<file path="src/rtl/rsfr_defines.vh">
// Shared constants for the serial RTU read master; the data FIFO uses none of them
`ifndef RSFR_DEFINES_VH
`define RSFR_DEFINES_VH

// Clock and time base
`define RSFR_CLK_PERIOD_NS   50
`define RSFR_TICK_NS         1000
`define RSFR_TICK_CYC        (`RSFR_TICK_NS / `RSFR_CLK_PERIOD_NS)
`define RSFR_TICK_W          5
`define RSFR_TMO_W           16

// CRC-16 seed and reflected polynomial
`define RSFR_CRC_INIT        16'hffff
`define RSFR_CRC_POLY        16'ha001

// Function codes
`define RSFR_FC_RD_OUT       8'h01
`define RSFR_FC_RD_IN        8'h02
`define RSFR_FC_RD_REG       8'h03
`define RSFR_FC_RD_ANA       8'h04
`define RSFR_FC_FORCE1       8'h05
`define RSFR_FC_PRESET1      8'h06
`define RSFR_FC_EXC_STAT     8'h07
`define RSFR_FC_LOOPBACK     8'h08
`define RSFR_FC_FORCEN       8'h0f
`define RSFR_FC_PRESETN      8'h10
`define RSFR_FC_DEV_TYPE     8'h11
`define RSFR_FC_MASK_WR      8'h16
`define RSFR_FC_RW_REG       8'h17
`define RSFR_FC_SCRATCH      8'h43

// Frame lengths without CRC, and last query byte indices
`define RSFR_LEN_QUERY       3'h5
`define RSFR_LEN_FRAME_END   3'h7
`define RSFR_LEN_HDR         9'h003
`define RSFR_LEN_RW_HDR      9'h005
`define RSFR_LEN_SIX         9'h006
`define RSFR_LEN_EIGHT       9'h008
`define RSFR_LEN_UNKNOWN     9'h1ff
`define RSFR_LEN_256         9'h100

// Field positions within the reply
`define RSFR_IDX_ADDR        9'h000
`define RSFR_IDX_FUNC        9'h001
`define RSFR_IDX_COUNT       9'h002
`define RSFR_IDX_DATA        9'h003

// Query limits
`define RSFR_BCAST_ADDR      8'h00
`define RSFR_REG_CNT_MAX     16'h007d
`define RSFR_PT_CNT_MAX      16'h0800
`define RSFR_PT_ROUND        17'h00007

// Completion status codes
`define RSFR_ST_OK           3'h0
`define RSFR_ST_BAD_CMD      3'h1
`define RSFR_ST_TIMEOUT      3'h2
`define RSFR_ST_CRC          3'h3
`define RSFR_ST_EXCEPT       3'h4
`define RSFR_ST_MISMATCH     3'h5

`endif

</file>
<file path="src/rtl/rsfr_master.v">
// Serial RTU master that issues table and register reads and checks replies
`include "rsfr_defines.vh"
`default_nettype none

module rsfr_master #(
  parameter MAX_OUT_PT      = 16'd2048,  // Highest output point number
  parameter MAX_IN_PT       = 16'd2048,  // Highest input point number
  parameter MAX_REG         = 16'd1024,  // Highest register number
  parameter RESP_TIMEOUT_US = 16'd1000,  // Reply silence limit in microseconds
  parameter FIFO_DEPTH      = 16,
  parameter FIFO_AW         = 4
) (
  input  wire        clk_sys,
  input  wire        arst_n,
  input  wire        cmd_valid,
  output reg         cmd_ready_r,
  input  wire [7:0]  cmd_station,
  input  wire [7:0]  cmd_func,
  input  wire [15:0] cmd_start,
  input  wire [15:0] cmd_count,
  output reg  [7:0]  tx_byte_r,
  output reg         tx_valid_r,
  input  wire        tx_ready,
  input  wire [7:0]  rx_byte,
  input  wire        rx_valid,
  output reg         rx_ready_r,
  output reg         done_r,
  output reg  [2:0]  status_r,
  output reg  [7:0]  info_r,
  output wire [7:0]  rd_data_r,
  output wire        rd_valid_r,
  input  wire        rd_ready
);

  localparam S_IDLE = 2'b00;  // Waiting for a command
  localparam S_TX   = 2'b01;  // Sending the query
  localparam S_RX   = 2'b10;  // Collecting the reply

  //////////////////////////////////////////////////////////////////////////////
  // Helpers

  // CRC-16 over one byte, LSB first
  function [15:0] crc_upd;
    input [15:0] c;
    input [7:0]  b;
    integer      k;
    reg   [15:0] t;
    begin
      t = c ^ {8'h00, b};
      for (k = 0; k < 8; k = k + 1) begin
        t = t[0] ? ((t >> 1) ^ `RSFR_CRC_POLY) : (t >> 1);
      end
      crc_upd = t;
    end
  endfunction

  // Reply length without CRC from function code and count byte
  function [8:0] resp_len;
    input [7:0] fc;
    input [7:0] b3;
    begin
      if (fc[7]) begin
        resp_len = `RSFR_LEN_HDR;
      end else begin
        case (fc)
          `RSFR_FC_RD_OUT, `RSFR_FC_RD_IN:
            resp_len = (b3 == 8'h00) ? (`RSFR_LEN_HDR + `RSFR_LEN_256)
                                     : (`RSFR_LEN_HDR + {1'b0, b3});
          `RSFR_FC_RD_REG, `RSFR_FC_RD_ANA, `RSFR_FC_SCRATCH:
            resp_len = `RSFR_LEN_HDR + {1'b0, b3};
          `RSFR_FC_FORCE1, `RSFR_FC_PRESET1, `RSFR_FC_LOOPBACK,
          `RSFR_FC_FORCEN, `RSFR_FC_PRESETN:
            resp_len = `RSFR_LEN_SIX;
          `RSFR_FC_EXC_STAT:
            resp_len = `RSFR_LEN_HDR;
          `RSFR_FC_DEV_TYPE, `RSFR_FC_MASK_WR:
            resp_len = `RSFR_LEN_EIGHT;
          `RSFR_FC_RW_REG:
            resp_len = `RSFR_LEN_RW_HDR + {1'b0, b3};
          default:
            resp_len = `RSFR_LEN_HDR;
        endcase
      end
    end
  endfunction

  //////////////////////////////////////////////////////////////////////////////
  // State

  reg  [1:0]            state_r;     // Sequencer state
  reg  [8:0]            idx_r;       // Byte index within frame
  reg  [15:0]           crc_r;       // Running CRC
  reg  [7:0]            station_r;   // Addressed station
  reg  [7:0]            func_r;      // Function code in use
  reg  [15:0]           start_r;     // Start field
  reg  [15:0]           count_r;     // Count field
  reg  [8:0]            exp_len_r;   // Expected reply length less CRC
  reg                   exc_r;       // Reply is an exception
  reg                   mism_r;      // Reply header disagrees with query
  reg  [`RSFR_TICK_W-1:0] tick_cnt_r; // Microsecond divider
  reg                   tick_r;      // One-cycle microsecond pulse
  reg  [`RSFR_TMO_W-1:0]  tmo_r;     // Microseconds since last reply byte
  wire [FIFO_AW:0]      fifo_lvl;    // FIFO fill level
  wire                  rx_acc;      // Reply byte taken
  wire                  tx_acc;      // Query byte taken
  wire                  cmd_acc;     // Command taken
  wire [15:0]           crc_rx;      // CRC including current reply byte
  wire [15:0]           crc_tx;      // CRC including current query byte; unchanged over the two CRC bytes
  wire [15:0]           sel_max;     // Highest number for the selected table
  wire [16:0]           cmd_sum;     // Start plus count
  wire                  cmd_ok;      // Command is a legal read query
  wire [16:0]           cnt_round;   // Point count rounded up to bytes
  wire [7:0]            exp_bc;      // Count byte the reply must carry
  wire                  push;        // Data byte goes to the FIFO

  assign cmd_acc = cmd_valid && cmd_ready_r;
  assign tx_acc  = tx_valid_r && tx_ready;
  assign rx_acc  = rx_valid && rx_ready_r && (state_r == S_RX);
  assign crc_rx  = crc_upd(crc_r, rx_byte);
  assign crc_tx  = (idx_r[2:0] <= `RSFR_LEN_QUERY) ? crc_upd(crc_r, tx_byte_r) : crc_r;

  // Query legality per table
  assign sel_max = (cmd_func == `RSFR_FC_RD_OUT) ? MAX_OUT_PT :
                   (cmd_func == `RSFR_FC_RD_IN)  ? MAX_IN_PT  : MAX_REG;
  assign cmd_sum = {1'b0, cmd_start} + {1'b0, cmd_count};
  assign cmd_ok  = (cmd_station != `RSFR_BCAST_ADDR)
                && ((cmd_func == `RSFR_FC_RD_OUT) || (cmd_func == `RSFR_FC_RD_IN)
                    || (cmd_func == `RSFR_FC_RD_REG))
                && (cmd_count != 16'h0000)
                && (cmd_start < sel_max)
                && (cmd_sum <= {1'b0, sel_max})
                && ((cmd_func == `RSFR_FC_RD_REG) ? (cmd_count <= `RSFR_REG_CNT_MAX)
                                                  : (cmd_count <= `RSFR_PT_CNT_MAX));

  // Expected reply count byte
  assign cnt_round = {1'b0, count_r} + `RSFR_PT_ROUND;
  assign exp_bc    = (func_r == `RSFR_FC_RD_REG) ? {count_r[6:0], 1'b0}
                                                 : cnt_round[10:3];

  // Data bytes pass through untouched; packing and byte order are kept
  assign push = rx_acc && (idx_r >= `RSFR_IDX_DATA) && (idx_r < exp_len_r)
             && !exc_r && !mism_r;

  //////////////////////////////////////////////////////////////////////////////
  // Microsecond tick divider
  always @(posedge clk_sys or negedge arst_n) begin
    if (!arst_n) begin
      tick_cnt_r <= {`RSFR_TICK_W{1'b0}};
      tick_r     <= 1'b0;
    end else if (tick_cnt_r == (`RSFR_TICK_CYC - 1)) begin
      tick_cnt_r <= {`RSFR_TICK_W{1'b0}};
      tick_r     <= 1'b1;
    end else begin
      tick_cnt_r <= tick_cnt_r + 1'b1;
      tick_r     <= 1'b0;
    end
  end

  //////////////////////////////////////////////////////////////////////////////
  // Query send, reply check and completion report
  always @(posedge clk_sys or negedge arst_n) begin
    if (!arst_n) begin
      state_r     <= S_IDLE;
      idx_r       <= 9'h000;
      crc_r       <= `RSFR_CRC_INIT;
      station_r   <= 8'h00;
      func_r      <= 8'h00;
      start_r     <= 16'h0000;
      count_r     <= 16'h0000;
      exp_len_r   <= `RSFR_LEN_UNKNOWN;
      exc_r       <= 1'b0;
      mism_r      <= 1'b0;
      tmo_r       <= {`RSFR_TMO_W{1'b0}};
      cmd_ready_r <= 1'b0;
      tx_byte_r   <= 8'h00;
      tx_valid_r  <= 1'b0;
      rx_ready_r  <= 1'b0;
      done_r      <= 1'b0;
      status_r    <= `RSFR_ST_OK;
      info_r      <= 8'h00;
    end else begin
      done_r     <= 1'b0;
      rx_ready_r <= (state_r == S_RX) && (fifo_lvl <= (FIFO_DEPTH - 2));
      case (state_r)
        S_IDLE: begin
          cmd_ready_r <= 1'b1;
          if (cmd_acc) begin
            cmd_ready_r <= 1'b0;
            if (cmd_ok) begin
              // Latch the query and present the address byte
              station_r  <= cmd_station;
              func_r     <= cmd_func;
              start_r    <= cmd_start;
              count_r    <= cmd_count;
              idx_r      <= 9'h000;
              crc_r      <= `RSFR_CRC_INIT;
              tx_byte_r  <= cmd_station;
              tx_valid_r <= 1'b1;
              state_r    <= S_TX;
            end else begin
              // Illegal query is never sent
              done_r   <= 1'b1;
              status_r <= `RSFR_ST_BAD_CMD;
              info_r   <= 8'h00;
            end
          end
        end
        S_TX: begin
          if (tx_acc) begin
            crc_r <= crc_tx;
            idx_r <= idx_r + 1'b1;
            case (idx_r[2:0])
              3'h0: tx_byte_r <= func_r;
              3'h1: tx_byte_r <= start_r[15:8];
              3'h2: tx_byte_r <= start_r[7:0];
              3'h3: tx_byte_r <= count_r[15:8];
              3'h4: tx_byte_r <= count_r[7:0];
              3'h5: tx_byte_r <= crc_tx[7:0];
              3'h6: tx_byte_r <= crc_r[15:8];
              default: tx_byte_r <= 8'h00;
            endcase
            if (idx_r[2:0] == `RSFR_LEN_FRAME_END) begin
              // Query out; start listening for the reply
              tx_valid_r <= 1'b0;
              idx_r      <= 9'h000;
              crc_r      <= `RSFR_CRC_INIT;
              exp_len_r  <= `RSFR_LEN_UNKNOWN;
              exc_r      <= 1'b0;
              mism_r     <= 1'b0;
              tmo_r      <= {`RSFR_TMO_W{1'b0}};
              state_r    <= S_RX;
            end
          end
        end
        S_RX: begin
          if (rx_acc) begin
            crc_r <= crc_rx;
            idx_r <= idx_r + 1'b1;
            tmo_r <= {`RSFR_TMO_W{1'b0}};
            if (idx_r == `RSFR_IDX_ADDR) begin
              if (rx_byte != station_r) begin
                mism_r <= 1'b1;
              end
            end else if (idx_r == `RSFR_IDX_FUNC) begin
              if (rx_byte[7]) begin
                exc_r     <= 1'b1;
                exp_len_r <= `RSFR_LEN_HDR;
              end else if (rx_byte != func_r) begin
                mism_r <= 1'b1;
              end
            end else if (idx_r == `RSFR_IDX_COUNT) begin
              info_r <= rx_byte;
              if (!exc_r) begin
                exp_len_r <= resp_len(func_r, rx_byte);
                if (rx_byte != exp_bc) begin
                  mism_r <= 1'b1;
                end
              end
            end
            // Index passes the length only at the last CRC byte; unknown length never wraps
            if (idx_r > exp_len_r) begin
              // Last CRC byte: residue zero means good
              state_r     <= S_IDLE;
              rx_ready_r  <= 1'b0;
              done_r      <= 1'b1;
              if (crc_rx != 16'h0000) begin
                status_r <= `RSFR_ST_CRC;
              end else if (exc_r) begin
                status_r <= `RSFR_ST_EXCEPT;
              end else if (mism_r) begin
                status_r <= `RSFR_ST_MISMATCH;
              end else begin
                status_r <= `RSFR_ST_OK;
              end
            end
          end else if (tick_r) begin
            if (tmo_r == RESP_TIMEOUT_US - 1'b1) begin
              // Silent station; reads never target broadcast so a reply is due
              state_r    <= S_IDLE;
              rx_ready_r <= 1'b0;
              done_r     <= 1'b1;
              status_r   <= `RSFR_ST_TIMEOUT;
            end else begin
              tmo_r <= tmo_r + 1'b1;
            end
          end
        end
        default: begin
          state_r <= S_IDLE;
        end
      endcase
    end
  end

  //////////////////////////////////////////////////////////////////////////////
  // Reply data buffer
  rsfr_fifo #(
    .WIDTH (8),
    .DEPTH (FIFO_DEPTH),
    .AW    (FIFO_AW)
  ) u_fifo (
    .clk_sys     (clk_sys),
    .arst_n      (arst_n),
    .in_valid    (push),
    .in_ready    (),
    .in_data     (rx_byte),
    .out_valid_r (rd_valid_r),
    .out_ready   (rd_ready),
    .out_data_r  (rd_data_r),
    .level_r     (fifo_lvl)
  );

endmodule // rsfr_master

`default_nettype wire

</file>
<file path="src/rtl/rsfr_fifo.v">
// Data FIFO with a registered output stage
`default_nettype none

module rsfr_fifo #(
  parameter WIDTH = 8,
  parameter DEPTH = 16,
  parameter AW    = 4
) (
  input  wire             clk_sys,
  input  wire             arst_n,
  input  wire             in_valid,
  output wire             in_ready,
  input  wire [WIDTH-1:0] in_data,
  output reg              out_valid_r,
  input  wire             out_ready,
  output reg  [WIDTH-1:0] out_data_r,
  output reg  [AW:0]      level_r
);

  reg [WIDTH-1:0] mem [0:DEPTH-1];  // Storage array
  reg [AW-1:0]    wr_ptr_r;         // Write pointer
  reg [AW-1:0]    rd_ptr_r;         // Read pointer
  wire            push;             // Word written this cycle
  wire            pop;              // Word moved to output stage

  assign in_ready = (level_r != DEPTH[AW:0]);
  assign push     = in_valid && in_ready;
  assign pop      = (level_r != {(AW+1){1'b0}}) && (!out_valid_r || out_ready);

  ////////////////////////////////////////////////////////////////////////////
  // Storage write, no reset needed for the array
  always @(posedge clk_sys) begin
    if (push) begin
      mem[wr_ptr_r] <= in_data;
    end
  end

  // Pointers, fill level and output stage
  always @(posedge clk_sys or negedge arst_n) begin
    if (!arst_n) begin
      wr_ptr_r    <= {AW{1'b0}};
      rd_ptr_r    <= {AW{1'b0}};
      level_r     <= {(AW+1){1'b0}};
      out_valid_r <= 1'b0;
      out_data_r  <= {WIDTH{1'b0}};
    end else begin
      if (push) begin
        wr_ptr_r <= wr_ptr_r + 1'b1;
      end
      if (pop) begin
        rd_ptr_r   <= rd_ptr_r + 1'b1;
        out_data_r <= mem[rd_ptr_r];
      end
      // Output stage holds a word until the reader takes it
      if (pop) begin
        out_valid_r <= 1'b1;
      end else if (out_ready) begin
        out_valid_r <= 1'b0;
      end
      level_r <= level_r + {{AW{1'b0}}, push} - {{AW{1'b0}}, pop};
    end
  end

endmodule // rsfr_fifo

`default_nettype wire

</file>
<file path="config.mk">
export PLATFORM = sky130hd
export DESIGN_NAME = rsfr_master
export DESIGN_NICKNAME = d
export VERILOG_FILES = /design/src/rtl/rsfr_master.v /design/src/rtl/rsfr_fifo.v
export VERILOG_INCLUDE_DIRS = /design/src /design/src/rtl
export SDC_FILE = /design/constraint.sdc
export NUM_CORES = 1
export LEC_CHECK = 0
export BUFFER_PORTS_ARGS = -buffer_cell sky130_fd_sc_hd__clkbuf_2
export CAP_MARGIN = 10
export CORE_AREA = 4 4 215 217
export DETAILED_ROUTE_END_ITERATION = 7
export DIE_AREA = 0 0 219 221
export GPL_ROUTABILITY_DRIVEN = 0
export MAX_ROUTING_LAYER = met4
export PLACE_DENSITY_LB_ADDON = 0.2
export SKIP_LAST_GASP = 1
export SLEW_MARGIN = 20
export SYNTH_ARGS = -nofsm -noshare
export SYNTH_HDL_FRONTEND = slang
export SYNTH_SLANG_ARGS = --single-unit
</file>
<file path="constraint.sdc">
create_clock -name clk_sys -period 6.4 [get_ports clk_sys]
set_input_delay 0.96 -clock clk_sys [delete_from_list [all_inputs] [get_ports clk_sys]]
set_output_delay 0.96 -clock clk_sys [all_outputs]
set_load 0.02 [all_outputs]
</file>
==> results by group, run 1 <==
Status
  – Status: complete, no violations

Worst setup path
  – Critical Path Sink Type: register
  – R2R Path Start: idx_r[0]$_DFFE_PN0P_
  – Critical-path top delay cell: or4_4
  – Worst r2r dst: tmo_r[14]$_DFFE_PN0P_
  – Critical Path AT: 5.47 ns
  – FF-to-FF setup slack: 2.39 ns
  – Crit path buf inv count: 1
  – Cell with the most instances on the worst path: ha_1
  – Critical-path cell list: clkbuf_2 > ha_1 > fa_1 > a211oi_4 > o21ai_2 > a31o_2 > a21oi_1 > xor2_1 > ha_1 > nand3_1 > nor3_1 > o2111ai_1 > o41ai_1 > nand2_1 > or4_4 > a221o_1 > mux2_1
  – Required @ worst endpoint: about 6.8 ns
  – Register-to-Register Path Depth: 11
  – CP startpoint: cmd_start[0]
  – Critical setup path kind: primary input to register
  – Largest fanout on the critical path: 28
  – Slowest stage delay, CP: 0.64 ns
  – Critical Path Source Type: primary input
  – Top cell family by delay on the critical path: compound AO/OA/AOI/OAI gates

Finish
  – Nets: between 1500 and 2000
  – Layout area overhead: 14.7%
  – Antenna diode count: 0
  – Commonest cells after routing, fill and taps aside: edfxtp_1, dfrtp_1, clkbuf_2, nor2_1, nand2_1
  – Fin area: about 18000 µm²
  – Final core utilization: 0.397
  – Leading cell type in the layout, fill and taps excluded: edfxtp_1
  – Layout cells sized above 1: 0.218

Timing
  – Worst-Margin Slew: ~1.0 ns
  – Max_slew headroom: 0.297
  – Clock skew: roughly 0.021 ns
  – Final period utilization: 0.786
  – Final setup fails: 0
  – Final hold vios: 0
  – Worst hold slack: about 0.47 ns
  – Tmin final: just over 5 ns
  – Max Clk Rate: 0.199 GHz
  – Final setup TNS: 0 ns
  – Max Slew Vio Count: 0
  – RSZ-0062 raised after global routing: no

Min path
  – WHS Endpoint: tick_cnt_r[0]$_DFF_PN0_
  – Min-delay src: tick_cnt_r[0]$_DFF_PN0_
  – Hold path depth: 1
  – Hold WC Path Type: register to register

Power and ir drop
  – VDD IR-drop max: between 0.15 and 0.2 mV
  – Tot Pwr: 4.92 mW
  – Pwr/cell area: between 200 and 300 nW/µm²
  – P_leak: ~7 nW

Logic synthesis
  – Netlist cell types: 84
  – Top cell type's share of synthesized area: 0.251
  – Cells taking the most area after synthesis: edfxtp_1, dfrtp_1, mux4_2
  – Area leader, netlist: edfxtp_1
  – Mapped Cells: 1304
  – Number of flops mapped to enable cells by yosys: 128
  – Mapped Nets: 1425
  – Syn avg cell area: 11.7 µm²
  – Synth warn: 0
  – Register area share after synthesis: 0.504
  – Register bit total from synthesis: approximately 280
  – Fraction of registers with async set/reset: 0.544
  – Synth Flop Type: edfxtp_1
  – Cell Area, Synth: approximately 15000 µm²

Clock network
  – Clock latency on the worst-skew pair: 0.53 ns
  – H-tree Lvls: 2
  – Post-cts hold buffer count: 0
  – Num CTS Buffers: 34
  – Clock Tree Buf Depth: 3
  – Clk Tree Root Cell: clkbuf_16
  – Clock transition at the registers of the reported paths: 0.06 ns
  – Cts repair resizes: 0
  – Post-CTS Setup Bufs: 0
  – Clock Sinks: around 280
  – CTS tree: yes

Floorplan
  – # rows: 77
  – Die area: approximately 48000 µm²
  – IO Pins: 94
  – Chip Width: between 200 and 250 µm
  – Core area: 44100 µm²
  – Chip height: between 200 and 250 µm
  – Initial core utilization: 0.347

Place
  – Port bufs: 93
  – Hpwl dp: just over 30000 µm
  – Placed inst area: 16400 µm²

Route
  – Routed via count: 10784
  – Number of remaining DRC errors: 0
  – Avg Vias per Cell: between 5 and 6
  – Iteration-0 DRC count of the detailed router: 746
  – DRT Pass-1 Iters: 6
  – Total Wirelength: 42900 µm
  – WL/cell: around 21 µm
  – Antenna Nets Post-Route: 0

GRT
  – Overflow after GRT: 0
  – First-pass GRT wire length: 66800 µm
  – GRT Total Usage: 0.182
  – Initial antenna violation count: 0
  – Number of global-route vias before repair: about 11000
  – Largest net degree at the start of global routing: 93

Job
  – Max-cap viol count: 0
how the worst max path moves through the flow:
stage,to,slack [ns],depth (start not counted)
2_1_floorplan,crc_r[0]$_DFFE_PN1P_,1.50,17
3_3_place_gp,crc_r[9]$_DFFE_PN1P_,0.90,17
3_5_place_dp,crc_r[12]$_DFFE_PN1P_,0.85,17
4_1_cts,crc_r[8]$_DFFE_PN1P_,1.37,17
5_1_grt,crc_r[12]$_DFFE_PN1P_,1.05,17
6_report,crc_r[8]$_DFFE_PN1P_,1.37,17
kinds of logic after synthesis:
logic type / synth area share
AOI/OAI and AO/OA: 0.127
xor gates and xnor gates: 0.0626
adders and majority gates: 0.0493
buffers and inverters: 0.0295
DFF: 0.504
muxes: 0.111
and+or+nand+nor: 0.117
metrics by stage:
stage	worst slack (ns)	cells
2_1_floorplan	1.50	1304
3_3_place_gp	0.901	1944
3_5_place_dp	0.851	1944
4_1_cts	1.37	2006
5_1_grt	1.05	2006
6_report	1.37	2006
per-layer routing:
| layer | wire (µm) | share of wire | up-vias | global-route usage |
|---|---|---|---|---|
| met5 | 0 | 0 | - | - |
| met4 | 725 | 0.017 | 0 | 0.0369 |
| met3 | 1760 | 0.041 | 37 | 0.0261 |
| met2 | 20800 | 0.48 | 247 | 0.293 |
| met1 | 19700 | 0.46 | 5430 | 0.246 |
| li1 | - | - | 5070 | - |
synth_stat cells (4+ instances only):
cell	instances
o31a_1	4
o211ai_1	11
a22o_1	13
dfstp_2	25
o21ai_1	4
nor2_1	83
nand3_1	30
o21a_1	10
nand2_1	81
nand2b_1	5
nand4_1	20
a31oi_1	13
and3_1	10
o22ai_1	11
xor2_1	47
nor2b_1	14
o2bb2ai_1	11
or3_1	4
o2111ai_1	4
mux2_1	8
clkbuf_1	51
mux4_2	40
inv_1	50
and2_1	32
o21ai_0	51
a211oi_1	9
mux2i_1	6
a211o_1	5
a221o_1	19
edfxtp_1	128
buf_1	11
xnor2_1	57
nor3b_1	8
dfrtp_1	128
ha_1	57
a21oi_1	55
nor4_1	19
a22oi_1	9
nor3_1	30
a21o_1	6
mux2_2	57
final cells by class:
cell class | instances | area, µm²
sequential | 281 | 7710
clock inverter | 16 | 215
inverter | 51 | 191
multi-input combinational | 907 | 7150
timing repair buffer | 113 | 622
clock buffer | 46 | 916
tap | 592 | 741
fill | 4359 | 26600
where the power goes:
part	total (mW)	switching (mW)	internal, mW	leakage, nW
Sequential	2.07	0.120	1.95	3.08
Combinational	0.895	0.438	0.456	3.38
Clock	1.96	0.777	1.18	0.544
Total	4.92	1.33	3.59	7.00
registers in the layout (all words and copies together), names as in the netlist, 9 cells and up:
name / cells
start_r: 16
count_r: 16
u_fifo.mem: 128
exp_len_r: 9
idx_r: 9
crc_r: 16
tmo_r: 16
Power figures use the tool's default switching activity.
==> run 2: changes to the inputs <==
==> constraint.sdc (replaced) <==
create_clock -name clk_sys -period 4.9 [get_ports clk_sys]
set_input_delay 0.735 -clock clk_sys [delete_from_list [all_inputs] [get_ports clk_sys]]
set_output_delay 0.735 -clock clk_sys [all_outputs]
set_load 0.02 [all_outputs]
==> results by group, run 2 (synthesized netlist as in run 1, its figures left out) <==
Status
  – Status: complete, no violations

Clock network
  – CTS tree: yes
  – Cts repair resizes: 0
  – Post-CTS Setup Bufs: 0
  – Num CTS Buffers: 34
  – Clk Tree Root Cell: clkbuf_16
  – Clock transition at the registers of the reported paths: roughly 0.060 ns
  – Clock latency on the worst-skew pair: between 0.5 and 0.6 ns
  – Clock Tree Buf Depth: 3
  – Clock Sinks: between 200 and 300
  – H-tree Lvls: 2
  – Post-cts hold buffer count: 0

Finish
  – Filler cells: ~4300
  – Antenna diode count: 0
  – Largest Register: u_fifo.mem
  – Nets: between 1500 and 2000
  – Max FFs per register: 128
  – Layout cells sized above 1: 0.239
  – Final core utilization: 0.404
  – Commonest cells after routing, fill and taps aside: edfxtp_1, dfrtp_1, clkbuf_2, nor2_1, nand2_1
  – Fin area: between 15000 and 20000 µm²
  – Leading cell type in the layout, fill and taps excluded: edfxtp_1
  – Cell Count, Final, Fillers Out: just over 2000
  – Layout area overhead: 16.7%

Place
  – Placed Cells: roughly 2000
  – Port bufs: a little over 90
  – Hpwl dp: about 31000 µm
  – Post-place setup slack: -0.127 ns
  – Placed inst area: ~17000 µm²

GRT
  – Overflow after GRT: 0
  – GRT Total Usage: 0.182
  – Number of global-route vias before repair: 11147
  – First-pass GRT wire length: 67000 µm
  – Largest net degree at the start of global routing: between 70 and 80
  – Initial antenna violation count: 0

Timing
  – Final setup TNS: 0 ns
  – Final hold vios: 0
  – Max Slew Vio Count: 0
  – Worst-Margin Slew: roughly 1.1 ns
  – Final period utilization: 0.928
  – Max Clk Rate: between 0.2 and 0.25 GHz
  – Tmin final: around 4.5 ns
  – Clock skew: 0.0172 ns
  – RSZ-0062 raised after global routing: no
  – Worst hold slack: about 0.21 ns
  – Max_slew headroom: 0.281
  – Final setup fails: 0
  – PnR worst setup slack: about 0.35 ns

Route
  – WL/cell: around 21 µm
  – DRT Pass-1 Iters: 5
  – Iteration-0 DRC count of the detailed router: just over 700
  – Antenna Nets Post-Route: 0
  – Total Wirelength: between 40000 and 50000 µm
  – Number of remaining DRC errors: 0
  – Routed via count: 10967
  – Avg Vias per Cell: around 5.4

Min path
  – Hold WC Path Type: primary input to asynchronous set/reset pin

Floorplan
  – # rows: 77
  – Initial core utilization: 0.347
  – Chip Width: 219 µm
  – Chip height: roughly 220 µm
  – Core area: around 44000 µm²
  – Die area: between 40000 and 50000 µm²
  – IO Pins: 94

Worst setup path
  – Largest fanout on the critical path: 8
  – Critical Path Sink Type: register
  – FF-to-FF setup slack: roughly 1.2 ns
  – Required @ worst endpoint: between 5 and 6 ns
  – Critical Path AT: around 5.0 ns
  – Critical Path Source Type: primary input
  – R2R Path Start: crc_r[1]$_DFFE_PN1P_
  – Critical setup path kind: primary input to register
  – Worst r2r dst: status_r[0]$_DFFE_PN0P_
  – Register-to-Register Path Depth: 13

Power and ir drop
  – Tot Pwr: approximately 6.4 mW
  – Clk pwr share: 0.395
  – Combinational power share: 0.177
  – Pint: approximately 4.7 mW
  – Flop pwr share: 0.428
  – Sw Pwr: around 1.7 mW
  – Sw Share: 0.268
  – P_leak: 7.21 nW
  – Pwr/cell area: between 300 and 400 nW/µm²
  – VDD IR-drop max: about 0.24 mV

Job
  – Max-cap viol count: 0
[run 2: changes by cell type in the layout (fill, tap and decap cells not counted), sizes merged]
cell	before	now
buf	21	61
clkinv	7	9
inv	54	52
[run 2: power by group through the flow]
| stage | Clock [mW] | Sequential (mW) | Combinational (mW) |
|---|---|---|---|
| after floorplan | 0 | 2.68 | 0.875 |
| after global placement | 0 | 2.82 | 1.15 |
| after detailed placement | 0 | 2.82 | 1.16 |
| after CTS | 2.62 | 2.77 | 1.17 |
| after global routing | 2.71 | 2.79 | 1.25 |
| final | 2.54 | 2.76 | 1.14 |
[run 2: layer usage]
metal | wire [µm] | global-route usage | vias up | part of all wire
met1 | 19500 | 0.245 | 5466 | 0.45
met2 | 19900 | 0.279 | 273 | 0.46
met3 | 2010 | 0.0289 | 74 | 0.047
met5 | 0 | - | - | 0
met4 | 1680 | 0.0683 | 0 | 0.039
li1 | - | - | 5154 | -
[run 2: worst max-delay path, stage by stage]
cell and delay (ns):
clkbuf_2 0.10, ha_1 0.22, fa_1 0.44, a211oi_4 0.28
o21ai_2 0.10, a31o_2 0.24, a21oi_1 0.17, xor2_1 0.09
ha_1 0.27, nand3_1 0.07, nor3_1 0.14, o2111ai_1 0.14
o41ai_1 0.36, nand2_1 0.22, or4_4 0.51, a221o_1 0.52
mux2_1 0.37
[run 2: cell type report]
| type | instances | area [µm²] | share of cell area |
|---|---|---|---|
| sequential | 281 | 7710 | 0.432 |
| multi-input combinational | 907 | 7140 | 0.400 |
| tap | 592 | 741 | 0.0415 |
| clock inverter | 16 | 203 | 0.0114 |
| timing repair buffer | 153 | 935 | 0.0524 |
| clock buffer | 46 | 926 | 0.0519 |
| inverter | 51 | 191 | 0.0107 |
[run 2: worst max path at each step]
| stage | start | to | cells past startpoint |
|---|---|---|---|
| 2_1_floorplan | cmd_start[0] | crc_r[0]$_DFFE_PN1P_ | 17 |
| 3_3_place_gp | cmd_start[0] | crc_r[11]$_DFFE_PN1P_ | 17 |
| 3_5_place_dp | cmd_start[0] | crc_r[9]$_DFFE_PN1P_ | 17 |
| 4_1_cts | cmd_start[0] | crc_r[9]$_DFFE_PN1P_ | 17 |
| 5_1_grt | cmd_start[0] | crc_r[10]$_DFFE_PN1P_ | 17 |
| 6_report | cmd_start[0] | crc_r[9]$_DFFE_PN1P_ | 17 |
==> run 3: changes to the inputs <==
--- a/config.mk
+++ b/config.mk
@@ -9,6 +9,7 @@
 export BUFFER_PORTS_ARGS = -buffer_cell sky130_fd_sc_hd__clkbuf_2
 export CAP_MARGIN = 10
 export CORE_AREA = 4 4 215 217
+export CTS_BUF_LIST = sky130_fd_sc_hd__clkbuf_8
 export DETAILED_ROUTE_END_ITERATION = 7
 export DIE_AREA = 0 0 219 221
 export GPL_ROUTABILITY_DRIVEN = 0
==> results by group, run 3 (synthesized netlist as in run 1, its figures left out) <==
Status
  – Status: complete, no violations

Finish
  – Fin area: between 15000 and 20000 µm²
  – Max FFs per register: 128
  – Cell Count, Final, Fillers Out: a little over 2000
  – Layout cells sized above 1: 0.246
  – Leading cell type in the layout, fill and taps excluded: edfxtp_1
  – Largest Register: u_fifo.mem
  – Final core utilization: 0.402
  – Nets: 1567
  – Layout area overhead: 16.0%
  – Antenna diode count: 0
  – Commonest cells after routing, fill and taps aside: edfxtp_1, dfrtp_1, clkbuf_2, nor2_1, nand2_1

Power and ir drop
  – Sw Share: 0.285
  – Combinational power share: 0.186
  – Tot Pwr: just over 6 mW
  – Pwr/cell area: between 300 and 400 nW/µm²
  – P_leak: between 7 and 8 nW
  – Clk pwr share: 0.363
  – Pint: 4.38 mW
  – Sw Pwr: approximately 1.7 mW
  – VDD IR-drop max: roughly 0.19 mV
  – Flop pwr share: 0.451

Worst setup path
  – Largest fanout on the critical path: 8
  – Critical setup path kind: primary input to register
  – Critical Path Sink Type: register
  – Required @ worst endpoint: 5.44 ns
  – Critical Path Source Type: primary input
  – Critical Path AT: approximately 5 ns

GRT
  – Met1 Usage GRT: 0.243
  – Grt peak-use layer: met2
  – Largest net degree at the start of global routing: 78
  – Number of global-route vias before repair: between 10000 and 15000
  – Met3 Usage GRT: 0.0370
  – Initial antenna violation count: 0
  – Overflow after GRT: 0
  – GRT Total Usage: 0.183
  – First-pass GRT wire length: 67200 µm
  – GR Util met2: 0.277

Clock network
  – Clock Sinks: roughly 280
  – Clock transition at the registers of the reported paths: around 0.060 ns
  – Clk Tree Root Cell: clkbuf_8
  – Clock latency on the worst-skew pair: about 0.64 ns
  – Num CTS Buffers: 52
  – Post-CTS Setup Bufs: 0
  – Clock Tree Buf Depth: 3
  – Cts repair resizes: 0
  – CTS tree: yes
  – Post-cts hold buffer count: 0
  – H-tree Lvls: 2

Timing
  – Max Slew Vio Count: 0
  – Max Clk Rate: approximately 0.23 GHz
  – Max_slew headroom: 0.283
  – Final hold vios: 0
  – Tmin final: approximately 4.4 ns
  – Final setup fails: 0
  – PnR worst setup slack: between 0.4 and 0.5 ns
  – RSZ-0062 raised after global routing: no
  – Worst-Margin Slew: around 1.1 ns
  – Final period utilization: 0.907
  – Clock skew: 0.0239 ns

Route
  – WL/cell: roughly 21 µm
  – Number of remaining DRC errors: 0
  – DRT Pass-1 Iters: 7
  – Total Wirelength: 43100 µm
  – Antenna Nets Post-Route: 0
  – Routed via count: between 10000 and 15000
  – Iteration-0 DRC count of the detailed router: between 600 and 700
  – Avg Vias per Cell: approximately 5.3

Floorplan
  – Chip Width: about 220 µm
  – Core area: around 44000 µm²
  – IO Pins: 94
  – # rows: 77
  – Initial core utilization: 0.347
  – Chip height: 221 µm
  – Die area: around 48000 µm²

Place
  – Post-place setup slack: -0.127 ns
  – Placed Cells: 1984
  – Hpwl dp: 31100 µm
  – Placed inst area: 16700 µm²
  – Port bufs: 93

Min path
  – Hold WC Path Type: primary input to asynchronous set/reset pin

Job
  – Max-cap viol count: 0
## run 3: cell types whose count changed in the layout (fill, tap and decap cells not counted), moves of 3 or more
cell       before  now
clkbuf_1        9    0
clkbuf_16      34    0
clkbuf_8        3   59
clkinv_1        2    5
inv_1          50   71
## run 3: metrics by stage
step	hold WS, ns	setup TNS, ns
6_report	0.0946	0
5_1_grt	0.127	0
4_1_cts	0.114	0
3_5_place_dp	0.465	-1.68
3_3_place_gp	0.449	-2.46
2_1_floorplan	0.433	0
## run 3: metal layers
metal | vias to the layer above | wire length, µm | part of all wire
met3 | 85 | 2480 | 0.057
met1 | 5466 | 19200 | 0.44
met4 | 0 | 1780 | 0.041
met5 | - | 0 | 0
met2 | 315 | 19700 | 0.46
li1 | 5192 | - | -
## run 3: power by group through the flow
| stage | registers, mW | clock network, mW | logic, mW |
|---|---|---|---|
| detailed placement | 2.82 | 0 | 1.16 |
| CTS | 2.77 | 2.31 | 1.17 |
| finish | 2.76 | 2.22 | 1.14 |
| global placement | 2.82 | 0 | 1.15 |
| floorplan | 2.68 | 0 | 0.875 |
| global route | 2.79 | 2.41 | 1.25 |
## run 3: worst max-delay path: stages
cell       delay [ns]
clkbuf_2         0.10
ha_1             0.22
fa_1             0.44
a211oi_4         0.29
o21ai_2          0.10
a31o_2           0.24
a21oi_1          0.17
xor2_1           0.09
ha_1             0.27
nand3_1          0.07
nor3_1           0.14
o2111ai_1        0.13
o41ai_1          0.36
nand2_1          0.22
or4_4            0.51
a221o_1          0.52
mux2_1           0.37
## run 3: area by class of cell
cell class | count | area (µm²)
fillers | 4384 | 26400
repair buffers | 153 | 935
well taps | 592 | 741
clock inverters | 36 | 224
multi-input cells | 907 | 7140
clock buffers | 59 | 812
inverters | 51 | 191
flip-flops and latches | 281 | 7710
## run 3: worst paths after layout
| path | start | to | slack, ns | cells past startpoint |
|---|---|---|---|---|
| max | cmd_start[0] | crc_r[9]$_DFFE_PN1P_ | 0.46 | 17 |
| min | arst_n | u_fifo.out_data_r[7]$_DFFE_PN0P_ | 0.09 | 1 |
| max reg2reg | idx_r[1]$_DFFE_PN0P_ | tmo_r[14]$_DFFE_PN0P_ | 1.29 | 11 |
| min reg2reg | tick_cnt_r[0]$_DFF_PN0_ | tick_cnt_r[0]$_DFF_PN0_ | 0.47 | 1 |
| max in group asynchronous | arst_n | crc_r[1]$_DFFE_PN1P_ | 3.67 | 2 |
| min in group clk_sys | rd_ready | u_fifo.out_valid_r$_DFFE_PN0P_ | 0.29 | 2 |
